<file path="src/scsi_host_regs.svh">
// constants of the scsi register-port host: offsets, fields, timing
// assumes inclusion from package and modules by its bare name
`ifndef SCSI_HOST_REGS_SVH
`define SCSI_HOST_REGS_SVH

// ====================================================================
// own register port
`define OFS_CTRL 3'h0
`define OFS_WDATA 3'h1
`define OFS_STATUS 3'h2
`define OFS_RDATA 3'h3
`define OFS_MODE_SHADOW 3'h4
`define CTRL_READ_BIT 3
`define CTRL_DMA_BIT 4
`define CTRL_EOP_BIT 5
`define ST_BUSY_BIT 0
`define ST_DONE_BIT 1
`define ST_REFUSED_BIT 2
`define ST_DRQ_BIT 3
`define ST_IRQ_BIT 4
`define ST_READY_BIT 5
`define ST_DMA_GRANT_N_BIT 6
`define RESET_BYTE 8'h00

// ====================================================================
// device register map
`define DEV_DATA_REG 3'h0
`define DEV_CMD_REG 3'h1
`define DEV_MODE_REG 3'h2
`define DEV_SEND_DMA 3'h5
`define DEV_TRECV_DMA 3'h6
`define DEV_IRECV_DMA 3'h7
`define CMD_DRIVE_DATA 0
`define CMD_LOST_ARB 5
`define CMD_BUS_RST 7
`define MODE_ARB 0
`define MODE_DMA 1
`define MODE_TARGET 6
`define MODE_BLOCK 7

// ====================================================================
// bus cycle timing at the system clock
`define SYS_CLK_MHZ 20
`define ADDR_SETUP_NS 50
`define STROBE_NS 200
`define DATA_HOLD_NS 50
`define SETUP_CYC ((`ADDR_SETUP_NS * `SYS_CLK_MHZ + 999) / 1000)
`define STROBE_CYC ((`STROBE_NS * `SYS_CLK_MHZ + 999) / 1000)
`define HOLD_CYC ((`DATA_HOLD_NS * `SYS_CLK_MHZ + 999) / 1000)

`endif

</file>
<file path="src/scsi_host_pkg.sv">
// types shared by the scsi register-port host
// assumes scsi_host_regs.svh beside it
`default_nettype none
`include "scsi_host_regs.svh"

package scsi_host_pkg;
    // ================================================================
    // cycle engine states
    typedef enum logic [1:0] {
        CYC_IDLE = 2'b00,
        CYC_SETUP = 2'b01,
        CYC_STROBE = 2'b10,
        CYC_HOLD = 2'b11
    } cyc_state_e;

    typedef logic [7:0] byte_t;

    function automatic logic is_onehot(input byte_t v);
        return (v != 8'h00) && ((v & (v - 8'h01)) == 8'h00);
    endfunction
endpackage

`default_nettype wire

</file>
<file path="src/dev_cycle_if.sv">
// carrier between the host control logic and its bus cycle engine
// assumes both ends on the same clock
`timescale 1ns/1ps
`default_nettype none

interface dev_cycle_if;
    logic start;
    logic [2:0] addr;
    logic write;
    logic dma;
    logic eop;
    logic [7:0] wdata;
    logic hold_dma_grant_n;
    logic busy;
    logic done;
    logic dma_grant_n_held;
    logic [7:0] rdata;

    modport ctrl (
        output start, addr, write, dma, eop, wdata, hold_dma_grant_n,
        input busy, done, dma_grant_n_held, rdata
    );
    modport eng (
        input start, addr, write, dma, eop, wdata, hold_dma_grant_n,
        output busy, done, dma_grant_n_held, rdata
    );
endinterface

`default_nettype wire

</file>
<file path="src/dev_cycle_engine.sv">
// one asynchronous register or dma cycle on the device pins
// assumes data_in already synchronised, start only when not busy
`timescale 1ns/1ps
`default_nettype none
`include "scsi_host_regs.svh"

module dev_cycle_engine (
    input wire logic clk,
    input wire logic rstn,
    input wire logic ce,
    dev_cycle_if.eng cyc,
    input wire logic [7:0] data_in,
    output logic [2:0] sel,
    output logic cs_n,
    output logic rd_n,
    output logic wr_n,
    output logic dma_grant_n_n,
    output logic eop_n,
    output logic [7:0] data_o,
    output logic data_oe
);
    scsi_host_pkg::cyc_state_e state_q;
    logic [3:0] cnt_q;
    logic write_q;
    logic dma_q;
    logic eop_q;
    logic last_w;

    assign last_w = (cnt_q == 4'h0);
    assign cyc.busy = (state_q != scsi_host_pkg::CYC_IDLE);
    assign cyc.done = ce && last_w && (state_q == scsi_host_pkg::CYC_HOLD);
    assign cyc.dma_grant_n_held = !dma_grant_n_n;

    // ================================================================
    // sequencer
    always_ff @(posedge clk or negedge rstn) begin
        if (!rstn) begin
            state_q <= scsi_host_pkg::CYC_IDLE;
            cnt_q <= 4'h0;
            write_q <= 1'b0;
            dma_q <= 1'b0;
            eop_q <= 1'b0;
        end else if (ce) begin
            case (state_q)
                scsi_host_pkg::CYC_IDLE: begin
                    if (cyc.start) begin
                        state_q <= scsi_host_pkg::CYC_SETUP;
                        cnt_q <= 4'(`SETUP_CYC - 1);
                        write_q <= cyc.write;
                        dma_q <= cyc.dma;
                        eop_q <= cyc.eop;
                    end
                end
                scsi_host_pkg::CYC_SETUP: begin
                    cnt_q <= cnt_q - 4'h1;
                    if (last_w) begin
                        state_q <= scsi_host_pkg::CYC_STROBE;
                        cnt_q <= 4'(`STROBE_CYC - 1);
                    end
                end
                scsi_host_pkg::CYC_STROBE: begin
                    cnt_q <= cnt_q - 4'h1;
                    if (last_w) begin
                        state_q <= scsi_host_pkg::CYC_HOLD;
                        cnt_q <= 4'(`HOLD_CYC - 1);
                    end
                end
                scsi_host_pkg::CYC_HOLD: begin
                    cnt_q <= cnt_q - 4'h1;
                    if (last_w) begin
                        state_q <= scsi_host_pkg::CYC_IDLE;
                    end
                end
                default: state_q <= scsi_host_pkg::CYC_IDLE;
            endcase
        end
    end

    // ================================================================
    // pins and captured read byte
    always_ff @(posedge clk or negedge rstn) begin
        if (!rstn) begin
            sel <= 3'h0;
            cs_n <= 1'b1;
            rd_n <= 1'b1;
            wr_n <= 1'b1;
            dma_grant_n_n <= 1'b1;
            eop_n <= 1'b1;
            data_o <= `RESET_BYTE;
            data_oe <= 1'b0;
            cyc.rdata <= `RESET_BYTE;
        end else if (ce) begin
            case (state_q)
                scsi_host_pkg::CYC_IDLE: begin
                    if (cyc.start) begin
                        sel <= cyc.addr;
                        // grant replaces chip select, never both
                        if (cyc.dma) begin
                            dma_grant_n_n <= 1'b0;
                        end else begin
                            cs_n <= 1'b0;
                        end
                        data_o <= cyc.wdata;
                        data_oe <= cyc.write;
                    end else if (!cyc.hold_dma_grant_n) begin
                        dma_grant_n_n <= 1'b1;
                    end
                end
                scsi_host_pkg::CYC_SETUP: begin
                    if (last_w) begin
                        wr_n <= !write_q;
                        rd_n <= write_q;
                        // end of process rides the strobe of a dma byte
                        eop_n <= !(eop_q && dma_q);
                    end
                end
                scsi_host_pkg::CYC_STROBE: begin
                    if (last_w) begin
                        rd_n <= 1'b1;
                        wr_n <= 1'b1;
                        eop_n <= 1'b1;
                        // live bus byte at register 0 is read here
                        if (!write_q) begin
                            cyc.rdata <= data_in;
                        end
                    end
                end
                scsi_host_pkg::CYC_HOLD: begin
                    if (last_w) begin
                        cs_n <= 1'b1;
                        data_oe <= 1'b0;
                        // normal dma ends each byte on grant release
                        if (!(dma_q && cyc.hold_dma_grant_n)) begin
                            dma_grant_n_n <= 1'b1;
                        end
                    end
                end
                default: cs_n <= 1'b1;
            endcase
        end
    end

    // ================================================================
    // checks
    chk_strobe_width: assert property (@(posedge clk)
        disable iff (!rstn || !ce)
        $fell(rd_n && wr_n) |-> !(rd_n && wr_n) [*4] ##1 (rd_n && wr_n))
        else $error("strobe not four cycles wide");
    chk_dma_grant_n_normal: assert property (@(posedge clk)
        disable iff (!rstn || !ce)
        (cyc.done && dma_q && !cyc.hold_dma_grant_n) |=> dma_grant_n_n)
        else $error("grant kept after normal dma byte");
    cov_dma_byte: cover property (@(posedge clk) disable iff (!rstn)
        cyc.done && dma_q);
endmodule

`default_nettype wire

</file>
<file path="src/scsi_host_ctrl.sv">
// host controller driving a scsi bus chip through its register pins
// assumes a software port on SYS_CLK; device pins are asynchronous
// Operation
// - write bit 5 zero; reads lost arbitration
// - load one-hot own id before arbitrating
// - dma mode and role set before start-dma
// - normal dma ends on grant, block on strobe
//
// The implementer's own choice: the strobed register port.
`timescale 1ns/1ps
`default_nettype none
`include "scsi_host_regs.svh"

module scsi_host_ctrl (
    input wire logic SYS_CLK,
    input wire logic RSTN,
    input wire logic CE,
    input wire logic [2:0] ADDR,
    input wire logic [7:0] WDATA,
    input wire logic WR,
    input wire logic RD,
    output logic [7:0] RDATA,
    output logic [2:0] REG_SELECT_LINES,
    output logic CS_N,
    output logic HOST_READ_STROBE_N,
    output logic HOST_WRITE_STROBE_N,
    output logic DMA_GRANT_N,
    output logic TRANSFER_END_N,
    input wire logic DMA_REQUEST_OUT,
    input wire logic DEV_IRQ,
    input wire logic DEV_READY,
    input wire logic [7:0] DEV_DATA_I,
    output logic [7:0] DEV_DATA_O,
    output logic DEV_DATA_OE
);
    dev_cycle_if cyc ();

    logic [10:0] sync1_q;
    logic [10:0] sync2_q;
    logic [7:0] data_s;
    logic drq_s;
    logic ready_s;
    logic irq_s;
    logic [5:0] ctrl_q;
    logic [7:0] wdata_q;
    logic [7:0] pend_data_q;
    logic pend_q;
    logic done_q;
    logic refused_q;
    logic [7:0] out_data_q;
    logic [7:0] cmd_q;
    logic [7:0] mode_q;
    logic busy_w;
    logic go_w;
    logic take_w;
    logic bad_w;
    logic [2:0] a_w;
    logic rd_w;
    logic [7:0] send_w;
    logic st_rd_w;

    // ================================================================
    // pin synchronisers, stage one read only by stage two
    always_ff @(posedge SYS_CLK or negedge RSTN) begin
        if (!RSTN) begin
            sync1_q <= 11'h000;
            sync2_q <= 11'h000;
        end else if (CE) begin
            sync1_q <= {DEV_IRQ, DEV_READY, DMA_REQUEST_OUT, DEV_DATA_I};
            sync2_q <= sync1_q;
        end
    end
    assign data_s = sync2_q[7:0];
    assign drq_s = sync2_q[8];
    assign ready_s = sync2_q[9];
    assign irq_s = sync2_q[10];

    // ================================================================
    // order checks on a new device access
    assign a_w = WDATA[2:0];
    assign rd_w = WDATA[`CTRL_READ_BIT];
    assign busy_w = pend_q || cyc.busy;
    always_comb begin
        bad_w = 1'b0;
        if (!rd_w) begin
            case (a_w)
                // arbitration only with a single id bit loaded
                `DEV_MODE_REG: bad_w = wdata_q[`MODE_ARB] &&
                    !scsi_host_pkg::is_onehot(out_data_q);
                // dma send needs dma mode and data drive
                `DEV_SEND_DMA: bad_w = !(mode_q[`MODE_DMA] &&
                    cmd_q[`CMD_DRIVE_DATA]);
                // receive role must match the start register
                `DEV_TRECV_DMA: bad_w = !(mode_q[`MODE_DMA] &&
                    mode_q[`MODE_TARGET]);
                `DEV_IRECV_DMA: bad_w = !(mode_q[`MODE_DMA] &&
                    !mode_q[`MODE_TARGET]);
                default: bad_w = 1'b0;
            endcase
        end
    end
    assign take_w = CE && WR && (ADDR == `OFS_CTRL) && !busy_w && !bad_w;
    // the reserved command bit always goes out as zero
    assign send_w = (a_w == `DEV_CMD_REG) ?
        (wdata_q & ~(8'h01 << `CMD_LOST_ARB)) : wdata_q;

    // ================================================================
    // own registers and pending access
    always_ff @(posedge SYS_CLK or negedge RSTN) begin
        if (!RSTN) begin
            ctrl_q <= 6'h00;
            wdata_q <= `RESET_BYTE;
            pend_data_q <= `RESET_BYTE;
            pend_q <= 1'b0;
        end else if (CE) begin
            if (WR && (ADDR == `OFS_WDATA)) begin
                wdata_q <= WDATA;
            end
            if (take_w) begin
                ctrl_q <= WDATA[5:0];
                pend_data_q <= send_w;
                pend_q <= 1'b1;
            end else if (cyc.start) begin
                pend_q <= 1'b0;
            end
        end
    end

    // ================================================================
    // shadows of what the device was told
    always_ff @(posedge SYS_CLK or negedge RSTN) begin
        if (!RSTN) begin
            out_data_q <= `RESET_BYTE;
            cmd_q <= `RESET_BYTE;
            mode_q <= `RESET_BYTE;
        end else if (take_w && !rd_w) begin
            // byte for the bus, by cpu or dma write
            if (a_w == `DEV_DATA_REG) begin
                out_data_q <= wdata_q;
            end
            if (a_w == `DEV_CMD_REG) begin
                cmd_q <= send_w;
                // bus reset clears the chip's control state
                if (send_w[`CMD_BUS_RST]) begin
                    mode_q <= `RESET_BYTE;
                    cmd_q <= 8'h01 << `CMD_BUS_RST;
                end
            end
            if (a_w == `DEV_MODE_REG) begin
                mode_q <= wdata_q;
            end
        end
    end

    // ================================================================
    // cycle issue; dma bytes wait for the chip's request, or for its ready line in block mode
    always_comb begin
        if (ctrl_q[`CTRL_DMA_BIT]) begin
            go_w = mode_q[`MODE_BLOCK] ? ready_s : drq_s;
        end else begin
            go_w = !cyc.dma_grant_n_held;
        end
    end
    assign cyc.start = CE && pend_q && !cyc.busy && go_w;
    assign cyc.addr = ctrl_q[2:0];
    assign cyc.write = !ctrl_q[`CTRL_READ_BIT];
    assign cyc.dma = ctrl_q[`CTRL_DMA_BIT];
    assign cyc.eop = ctrl_q[`CTRL_EOP_BIT];
    assign cyc.wdata = pend_data_q;
    // block mode keeps the grant low between bytes
    assign cyc.hold_dma_grant_n = mode_q[`MODE_DMA] && mode_q[`MODE_BLOCK] &&
        !(pend_q && !ctrl_q[`CTRL_DMA_BIT]);

    dev_cycle_engine u_eng (
        .clk(SYS_CLK),
        .rstn(RSTN),
        .ce(CE),
        .cyc(cyc),
        .data_in(data_s),
        .sel(REG_SELECT_LINES),
        .cs_n(CS_N),
        .rd_n(HOST_READ_STROBE_N),
        .wr_n(HOST_WRITE_STROBE_N),
        .dma_grant_n_n(DMA_GRANT_N),
        .eop_n(TRANSFER_END_N),
        .data_o(DEV_DATA_O),
        .data_oe(DEV_DATA_OE)
    );

    // ================================================================
    // sticky flags, an event beats a clearing read
    assign st_rd_w = RD && (ADDR == `OFS_STATUS);
    always_ff @(posedge SYS_CLK or negedge RSTN) begin
        if (!RSTN) begin
            done_q <= 1'b0;
            refused_q <= 1'b0;
        end else if (CE) begin
            done_q <= cyc.done || (done_q && !st_rd_w);
            refused_q <= (WR && (ADDR == `OFS_CTRL) && (busy_w || bad_w)) ||
                (refused_q && !st_rd_w);
        end
    end

    // ================================================================
    // read port, data one cycle after the strobe
    always_ff @(posedge SYS_CLK or negedge RSTN) begin
        if (!RSTN) begin
            RDATA <= `RESET_BYTE;
        end else if (CE) begin
            RDATA <= `RESET_BYTE;
            if (RD) begin
                case (ADDR)
                    `OFS_CTRL: RDATA <= {2'b00, ctrl_q};
                    `OFS_WDATA: RDATA <= wdata_q;
                    `OFS_STATUS: RDATA <= {1'b0, cyc.dma_grant_n_held, ready_s,
                        irq_s, drq_s, refused_q, done_q, busy_w};
                    `OFS_RDATA: RDATA <= cyc.rdata;
                    `OFS_MODE_SHADOW: RDATA <= mode_q;
                    default: RDATA <= `RESET_BYTE;
                endcase
            end
        end
    end

    // ================================================================
    // checks
    chk_bit5_zero: assert property (@(posedge SYS_CLK)
        disable iff (!RSTN)
        (cyc.start && cyc.write && cyc.addr == `DEV_CMD_REG)
        |-> !cyc.wdata[`CMD_LOST_ARB])
        else $error("reserved command bit sent as one");
    chk_id_onehot: assert property (@(posedge SYS_CLK)
        disable iff (!RSTN)
        (cyc.start && cyc.write && cyc.addr == `DEV_MODE_REG &&
        cyc.wdata[`MODE_ARB]) |-> scsi_host_pkg::is_onehot(out_data_q))
        else $error("arbitration without one-hot id");
    chk_send_guard: assert property (@(posedge SYS_CLK)
        disable iff (!RSTN)
        (cyc.start && cyc.write && cyc.addr == `DEV_SEND_DMA)
        |-> (mode_q[`MODE_DMA] && cmd_q[`CMD_DRIVE_DATA]))
        else $error("dma send started unprepared");
    chk_recv_role: assert property (@(posedge SYS_CLK)
        disable iff (!RSTN)
        (cyc.start && cyc.write && (cyc.addr == `DEV_TRECV_DMA ||
        cyc.addr == `DEV_IRECV_DMA)) |-> (mode_q[`MODE_DMA] &&
        (mode_q[`MODE_TARGET] == (cyc.addr == `DEV_TRECV_DMA))))
        else $error("dma receive role mismatch");
    chk_cs_dma_grant_n_excl: assert property (@(posedge SYS_CLK)
        disable iff (!RSTN)
        !(!CS_N && !DMA_GRANT_N))
        else $error("chip select and grant together");
    chk_refuse_busy: assert property (@(posedge SYS_CLK)
        disable iff (!RSTN || !CE)
        (WR && ADDR == `OFS_CTRL && busy_w) |=> refused_q)
        else $error("busy access not flagged refused");
    chk_done_wins: assert property (@(posedge SYS_CLK)
        disable iff (!RSTN || !CE)
        (cyc.done && st_rd_w) |=> done_q ##1 (RDATA[`ST_DONE_BIT] ||
        !$past(st_rd_w)))
        else $error("done lost against clearing read");
    chk_read_slot: assert property (@(posedge SYS_CLK)
        disable iff (!RSTN || !CE)
        (RD && ADDR == `OFS_MODE_SHADOW) |=> (RDATA == $past(mode_q)))
        else $error("read data not in next cycle");
    cov_reg_read: cover property (@(posedge SYS_CLK) disable iff (!RSTN)
        cyc.start && !cyc.write);
    cov_refused: cover property (@(posedge SYS_CLK) disable iff (!RSTN)
        WR && ADDR == `OFS_CTRL && bad_w);
    cov_block_hold: cover property (@(posedge SYS_CLK) disable iff (!RSTN)
        cyc.done ##1 !DMA_GRANT_N [*3]);
endmodule

`default_nettype wire

</file>
<file path="config.mk">
export PLATFORM = sky130hd
export DESIGN_NAME = scsi_host_ctrl
export DESIGN_NICKNAME = d
export VERILOG_FILES = /design/src/scsi_host_pkg.sv /design/src/dev_cycle_if.sv /design/src/dev_cycle_engine.sv /design/src/scsi_host_ctrl.sv
export VERILOG_INCLUDE_DIRS = /design/src
export SDC_FILE = /design/constraint.sdc
export NUM_CORES = 1
export LEC_CHECK = 0
export BUFFER_PORTS_ARGS = -buffer_cell sky130_fd_sc_hd__buf_2
export CAP_MARGIN = 20
export CORE_UTILIZATION = 55
export CTS_BUF_LIST = sky130_fd_sc_hd__clkbuf_4
export DETAILED_ROUTE_END_ITERATION = 10
export HOLD_SLACK_MARGIN = 0.03
export PLACE_DENSITY = 0.78
export SYNTH_ARGS = -nofsm -noshare
export SYNTH_HDL_FRONTEND = slang
export SYNTH_SLANG_ARGS = --single-unit
</file>
<file path="constraint.sdc">
create_clock -name SYS_CLK -period 1.8 [get_ports SYS_CLK]
set_input_delay 0.09 -clock SYS_CLK [delete_from_list [all_inputs] [get_ports SYS_CLK]]
set_output_delay 0.09 -clock SYS_CLK [all_outputs]
set_load 0.005 [all_outputs]
</file>
==> impl_metrics.toml, run 1 <==
[worst_setup_path]
cpPeakStageDelay_ps = 450
reg2regPathDepth = 7
crit_fanout = 14
path_cells = "nor4_4 -> xnor2_1 -> o31ai_2 -> a22o_2 -> o21ai_4 -> buf_12 -> mux2_4"
r2r_slack_ps = -210
worstPathRequired_ps = 2150
crit_buf_inv = 1
critPathTopFamily = "compound AO/OA/AOI/OAI gates"
cp.arrival_ps = 2360
crit_path_top_delay_cell = "dfrtp_1"
start_kind = "flip-flop"
setup.worst_path.end_class = "flip-flop"
r2r_end = "cyc.wdata[0]"
reg2reg_from = "out_data_q[3]"
crit_type = "reg -> reg"
cp.depth = 7

[drt]
wl_per_cell_um = 17.81
wl_um = 10920
routed_via_density = 5.713
first_pass_iters = 4
num_vias = 3502
postRouteAntennaNets = 0
drt_iter0_markers = 184
drc_errors = 0

[floorplanning]
die-area_um2 = 9236
core_um2 = 8382
die_height_um = 96.11
io-pin-count = 52
rows = 33
initial_utilization_pct = 58.11
die_w_um = 96.11

[placed_design]
pre_cts_slack_ps = -220.3
io_buffers = 51
place_congestion = 0.8743
dp_hpwl_um = 7573

[synth]
avgSynthCellArea_um2 = 12.68
yosysTopAreaCell = "dfrtp_1"
synth_seq_area_share_pct = 54.59
synth_common_cells = "dfrtp_1, mux2_2, inv_1"
yosysUniqueCellTypes = 59
syn-num-nets = 417
ys_async_sr_fraction_pct = 100.0
synth_edf_count = 0
ys_top_cells_by_area = "dfrtp_1, mux2_2, dfstp_2"
synth_area_um2 = 4871
yosysWarnings = 0
syn-instance-count = 384
synth_ff_type = "dfrtp_1"
yosysMostFrequentCell = "dfrtp_1"
synth_seq_cells = 106
synth_top_area_share_pct = 51.89

[hold_path]
min_to = "ctrl_q[0]"
hold_start = "WDATA[0]"
worstHoldPathType = "in -> reg"
whs_path_depth = 3

[global_route]
grt_pass1_wl_um = 17420
grt_pass1_vias = 3552
antenna_found_initial = 0
gr-usage-all-layers_pct = 25.50
grt_overflow = 0
grt_start_max_net_pins = 107

[sta]
timing.fmax_mhz = 497.6
timing.final.crit_share_pct = 111.6
setup_tns_ps = -3936
worst_pin_slew_ps = 592.0
hold_viol = 0
rsz0062_at_grt = "yes"
worst_slack_ps = -209.6
finalSetupViolations = 22
worst_clock_skew_ps = 19.12
relSlewSlack_pct = 60.17
holdWs_ps = 86.13
period_needed_ps = 2010
drv_slew = 0

[clocking]
cts-root-buf = "clkbuf_4"
cts_buffers = 9
path_clk_slew_ps = 150
clock-sinks = 106
cts_tree = "built"
clkLatencyLatePin_ps = 460
htreeDepth = 3
ctsLongestPathBuffers = 2

[final_layout]
fillCellCount = 567
drive_above_1_share_pct = 46.65
syn_to_final_growth_pct = 25.28
antenna_cells = 0
fin_nets = 536

[job]
cap_violations = 0

[run_status]
violations = "setup timing"
status = "complete, but fails checks"

[power]
pwr_density_cell_nw_per_um2 = 1169
leakage_uw = 0.002884
ir_drop_mv = 0.6816
power_uw = 7136
[how the worst max path moves through the flow]
stage                       start      endpoint
floorplan           out_data_q[1]     ctrl_q[0]
global placement    out_data_q[1]     ctrl_q[5]
detailed placement  out_data_q[1]  cyc.wdata[1]
CTS                 out_data_q[1]  cyc.wdata[0]
global route        out_data_q[3]  cyc.wdata[0]
finish              out_data_q[3]  cyc.wdata[0]
[logic make-up after synthesis]
logic type / count (synthesis) / share of synthesized area [%]
buf+inv: 37 / 3.314
simple gates: 74 / 8.888
compound gates: 80 / 11.28
flops: 106 / 54.59
xor+xnor: 1 / 0.1798
fa+ha+maj: 6 / 1.541
mux: 80 / 20.22
[stage by stage]
stage,cells,instance area (um^2),utilization (%)
2_1_floorplan,384,4893,-
3_3_place_gp,568,5564,66.38
3_5_place_dp,568,5564,66.38
4_1_cts,609,5998,71.56
5_1_grt,613,6102,72.80
6_report,613,6102,72.80
[state kept, by name, indices dropped and copies added, names as in the netlist, 2 cells and up]
name / flops
sync1_q: 11
sync2_q: 11
RDATA: 8
cyc.wdata: 8
mode_q: 8
out_data_q: 8
u_eng.cyc.rdata: 8
u_eng.data_o: 8
wdata_q: 8
ctrl_q: 6
u_eng.cnt_q: 4
u_eng.sel: 3
u_eng.state_q: 2
[cells in the final DEF (no fill, tap or decap), types with 3 or more instances in the layout]
| master | count |
|---|---|
| o21ai_1 | 5 |
| o21ai_0 | 10 |
| o21ai_2 | 3 |
| nor2b_1 | 7 |
| mux2_2 | 61 |
| ha_2 | 3 |
| dfrtp_1 | 101 |
| inv_1 | 18 |
| o31ai_1 | 4 |
| nand2b_1 | 5 |
| buf_4 | 49 |
| nand2_2 | 3 |
| mux4_2 | 5 |
| o22ai_1 | 8 |
| dlygate4sd3_1 | 22 |
| buf_12 | 3 |
| buf_2 | 50 |
| a21oi_1 | 8 |
| a22oi_1 | 4 |
| nor2_1 | 18 |
| clkbuf_4 | 11 |
| and2b_1 | 3 |
| mux2_4 | 12 |
| nand2_1 | 14 |
| nor3_1 | 3 |
| a22o_1 | 9 |
| dfstp_2 | 5 |
| a31oi_1 | 10 |
[area by class of cell]
cell class              instances  area [um^2]  share of cell area, %
well taps                     105        131.4                  2.153
flip-flops and latches        106         2659                  43.57
repair buffers                125        909.6                  14.91
multi-input cells             241         2160                  35.39
clock inverters                 5        85.08                  1.394
clock buffers                  11        82.58                  1.353
inverters                      20        75.07                  1.230
[where the power goes]
part	total, uW	switching, uW	internal, uW	leakage, uW
Clock	1400	794	606	0.0000881
Combinational	2450	1140	1310	0.00144
Sequential	3290	372	2910	0.00135
Total	7140	2310	4830	0.00288
[routing by layer]
| layer | GRT usage [%] | up-vias | wire length, um |
|---|---|---|---|
| met3 | 3.476 | 17 | 392 |
| met4 | 9.080 | 0 | 225 |
| met5 | 0 | - | 0 |
| met2 | 43.50 | 107 | 5511 |
| met1 | 33.35 | 1756 | 4790 |
| li1 | - | 1622 | - |
[timing repair]
| action | CTS | global route |
|---|---|---|
| gates cloned | 0 | 0 |
| gates resized for setup | 9 | 22 |
| buffers inserted | 3 | 4 |
| pin swaps | 1 | 6 |
| setup endpoints to repair | 31 | 40 |
| hold buffers | 22 | 0 |
| endpoints found under the hold margin | 126 | 0 |
[worst min-delay path: cells and delay by family]
kind,cells,cell delay (ps)
buffers and inverters,2,300
multiplexers,1,130
Note: power is estimated with default switching activity, not from simulation.
==> run 2, diff against run 1 <==
--- a/config.mk
+++ b/config.mk
@@ -8,6 +8,7 @@
 export LEC_CHECK = 0
 export BUFFER_PORTS_ARGS = -buffer_cell sky130_fd_sc_hd__buf_2
 export CAP_MARGIN = 20
+export CORE_ASPECT_RATIO = 1.1
 export CORE_UTILIZATION = 55
 export CTS_BUF_LIST = sky130_fd_sc_hd__clkbuf_4
 export DETAILED_ROUTE_END_ITERATION = 10
==> impl_metrics.toml, run 2 (synthesis results as in run 1) <==
[placed_design]
io_buffers = 51
place_congestion = 0.9416
dp_hpwl_um = 7706
dpl_cell_area_um2 = 5579

[drt]
routed_via_density = 5.685
drc_errors = 0
num_vias = 3479
drt_iter0_markers = 214
wl_per_cell_um = 17.56
postRouteAntennaNets = 0
first_pass_iters = 4
wl_um = 10750

[final_layout]
mostFrequentLayoutCells = "dfrtp_1, mux2_2, buf_2, buf_4, dlygate4sd3_1"
final_area_um2 = 5995
fin_nets = 530
syn_to_final_growth_pct = 23.07
layout.cells.most_common = "dfrtp_1"
antenna_cells = 0
reg_top3 = "sync1_q x11, sync2_q x11"
drive_above_1_share_pct = 44.71

[floorplanning]
core_um2 = 8496
die-area_um2 = 9237
io-pin-count = 52
die_w_um = 91.73
die_height_um = 100.7
rows = 35
initial_utilization_pct = 57.33

[sta]
timing.fmax_mhz = 492.9
worst_slack_ps = -228.9
period_needed_ps = 2029
worst_pin_slew_ps = 563.7
finalSetupViolations = 23
rsz0062_at_grt = "yes"
hold_viol = 0
relSlewSlack_pct = 62.07
worst_clock_skew_ps = 26.18
holdWs_ps = 62.18
drv_slew = 0
timing.final.crit_share_pct = 112.7

[worst_setup_path]
setup.worst_path.end_class = "flip-flop"
path_cells = "nor4_4 -> xnor2_1 -> o31ai_2 -> a22o_2 -> o21ai_4 -> buf_12 -> mux2_4"
cpPeakStageDelay_ps = 450
crit_fanout = 14
worstPathRequired_ps = 2140
reg2regPathDepth = 7
crit_buf_inv = 1
cp.depth = 7
crit_type = "reg -> reg"
start_kind = "flip-flop"
crit_path_top_delay_cell = "dfrtp_1"
cp.arrival_ps = 2370
critPathTopFamily = "compound AO/OA/AOI/OAI gates"

[run_status]
status = "complete, but fails checks"
violations = "setup timing"

[power]
leakage_uw = 0.002831
combPwrFrac_pct = 34.2
power_uw = 6833
intPower_uw = 4578
pwr_density_cell_nw_per_um2 = 1140
clkPwrFrac_pct = 17.5
ir_drop_mv = 0.5706
switching_share_pct = 32.99
power_switching_uw = 2254
p_seq_share_pct = 48.3

[global_route]
grt_pass1_vias = 3524
grt_overflow = 0
grt_pass1_wl_um = 17550
grt_start_max_net_pins = 41
antenna_found_initial = 0
gr-usage-all-layers_pct = 25.03

[clocking]
clkLatencyLatePin_ps = 440
htreeDepth = 3
cts_tree = "built"
clock-sinks = 106
ctsLongestPathBuffers = 2
cts_buffers = 9
path_clk_slew_ps = 160
cts-root-buf = "clkbuf_4"

[hold_path]
whs_path_depth = 3
worstHoldPathType = "in -> reg"

[job]
cap_violations = 0
==> run 2: worst register-to-register path, stage by stage (launching register included) <==
cell and delay [ps]:
dfrtp_1 450, nor4_4 330, xnor2_1 170, o31ai_2 80, a22o_2 270, o21ai_4 150
buf_12 170, mux2_4 310
==> run 2: worst paths after layout <==
check	startpoint	to	slack (ps)
min in group asynchronous	RSTN	u_eng.data_o[2]	120
min	RD	done_q	60
max reg2reg	out_data_q[1]	ctrl_q[1]	-230
max	out_data_q[1]	ctrl_q[1]	-230
max in group asynchronous	RSTN	u_eng.cyc.rdata[1]	1060
min reg2reg	u_eng.eop_q	u_eng.eop_n	470
==> run 2: power by group through the flow <==
| stage | clock network (uW) | logic (uW) | registers [uW] |
|---|---|---|---|
| after global placement | 0 | 2050 | 3310 |
| after global routing | 1310 | 2560 | 3360 |
| after floorplan | 0 | 1390 | 3220 |
| after detailed placement | 0 | 2150 | 3350 |
| after CTS | 1220 | 2260 | 3300 |
| final | 1200 | 2340 | 3300 |
==> run 2: cell type report <==
type                            count  area, um^2
Clock buffer                        9       67.56
Clock inverter                      6       65.06
Fill cell                         607        2501
Inverter                           20       75.07
Multi-Input combinational cell    241        2131
Sequential cell                   106        2659
Tap cell                          111       138.9
Timing Repair Buffer              119       858.3
==> run 2: metrics by stage <==
step / util (%) / setup slack (ps) / setup TNS, ps / cells
detailed placement: 65.67 / -204.9 / -3854 / 575
CTS: 70.09 / -231.3 / -4086 / 612
floorplan: - / -190.4 / -1820 / 384
global placement: 65.67 / -152.7 / -2669 / 575
global route: 70.56 / -293.1 / -6277 / 612
finish: 70.56 / -228.9 / -4703 / 612
==> run 2: repair_timing <==
action | CTS | global route
gates resized for setup | 8 | 14
hold buffers | 21 | 0
endpoints found under the setup margin | 31 | 47
hold endpoints to repair | 127 | 0
pin swaps | 0 | 2
buffers inserted | 1 | 0
==> run 2: metal layers <==
layer | wire length, um | up-vias | track usage (%)
li1 | - | 1618 | -
met1 | 4500 | 1746 | 33.23
met2 | 5536 | 91 | 42.74
met3 | 454 | 24 | 4.148
met4 | 255 | 0 | 7.572
met5 | 0 | - | 0
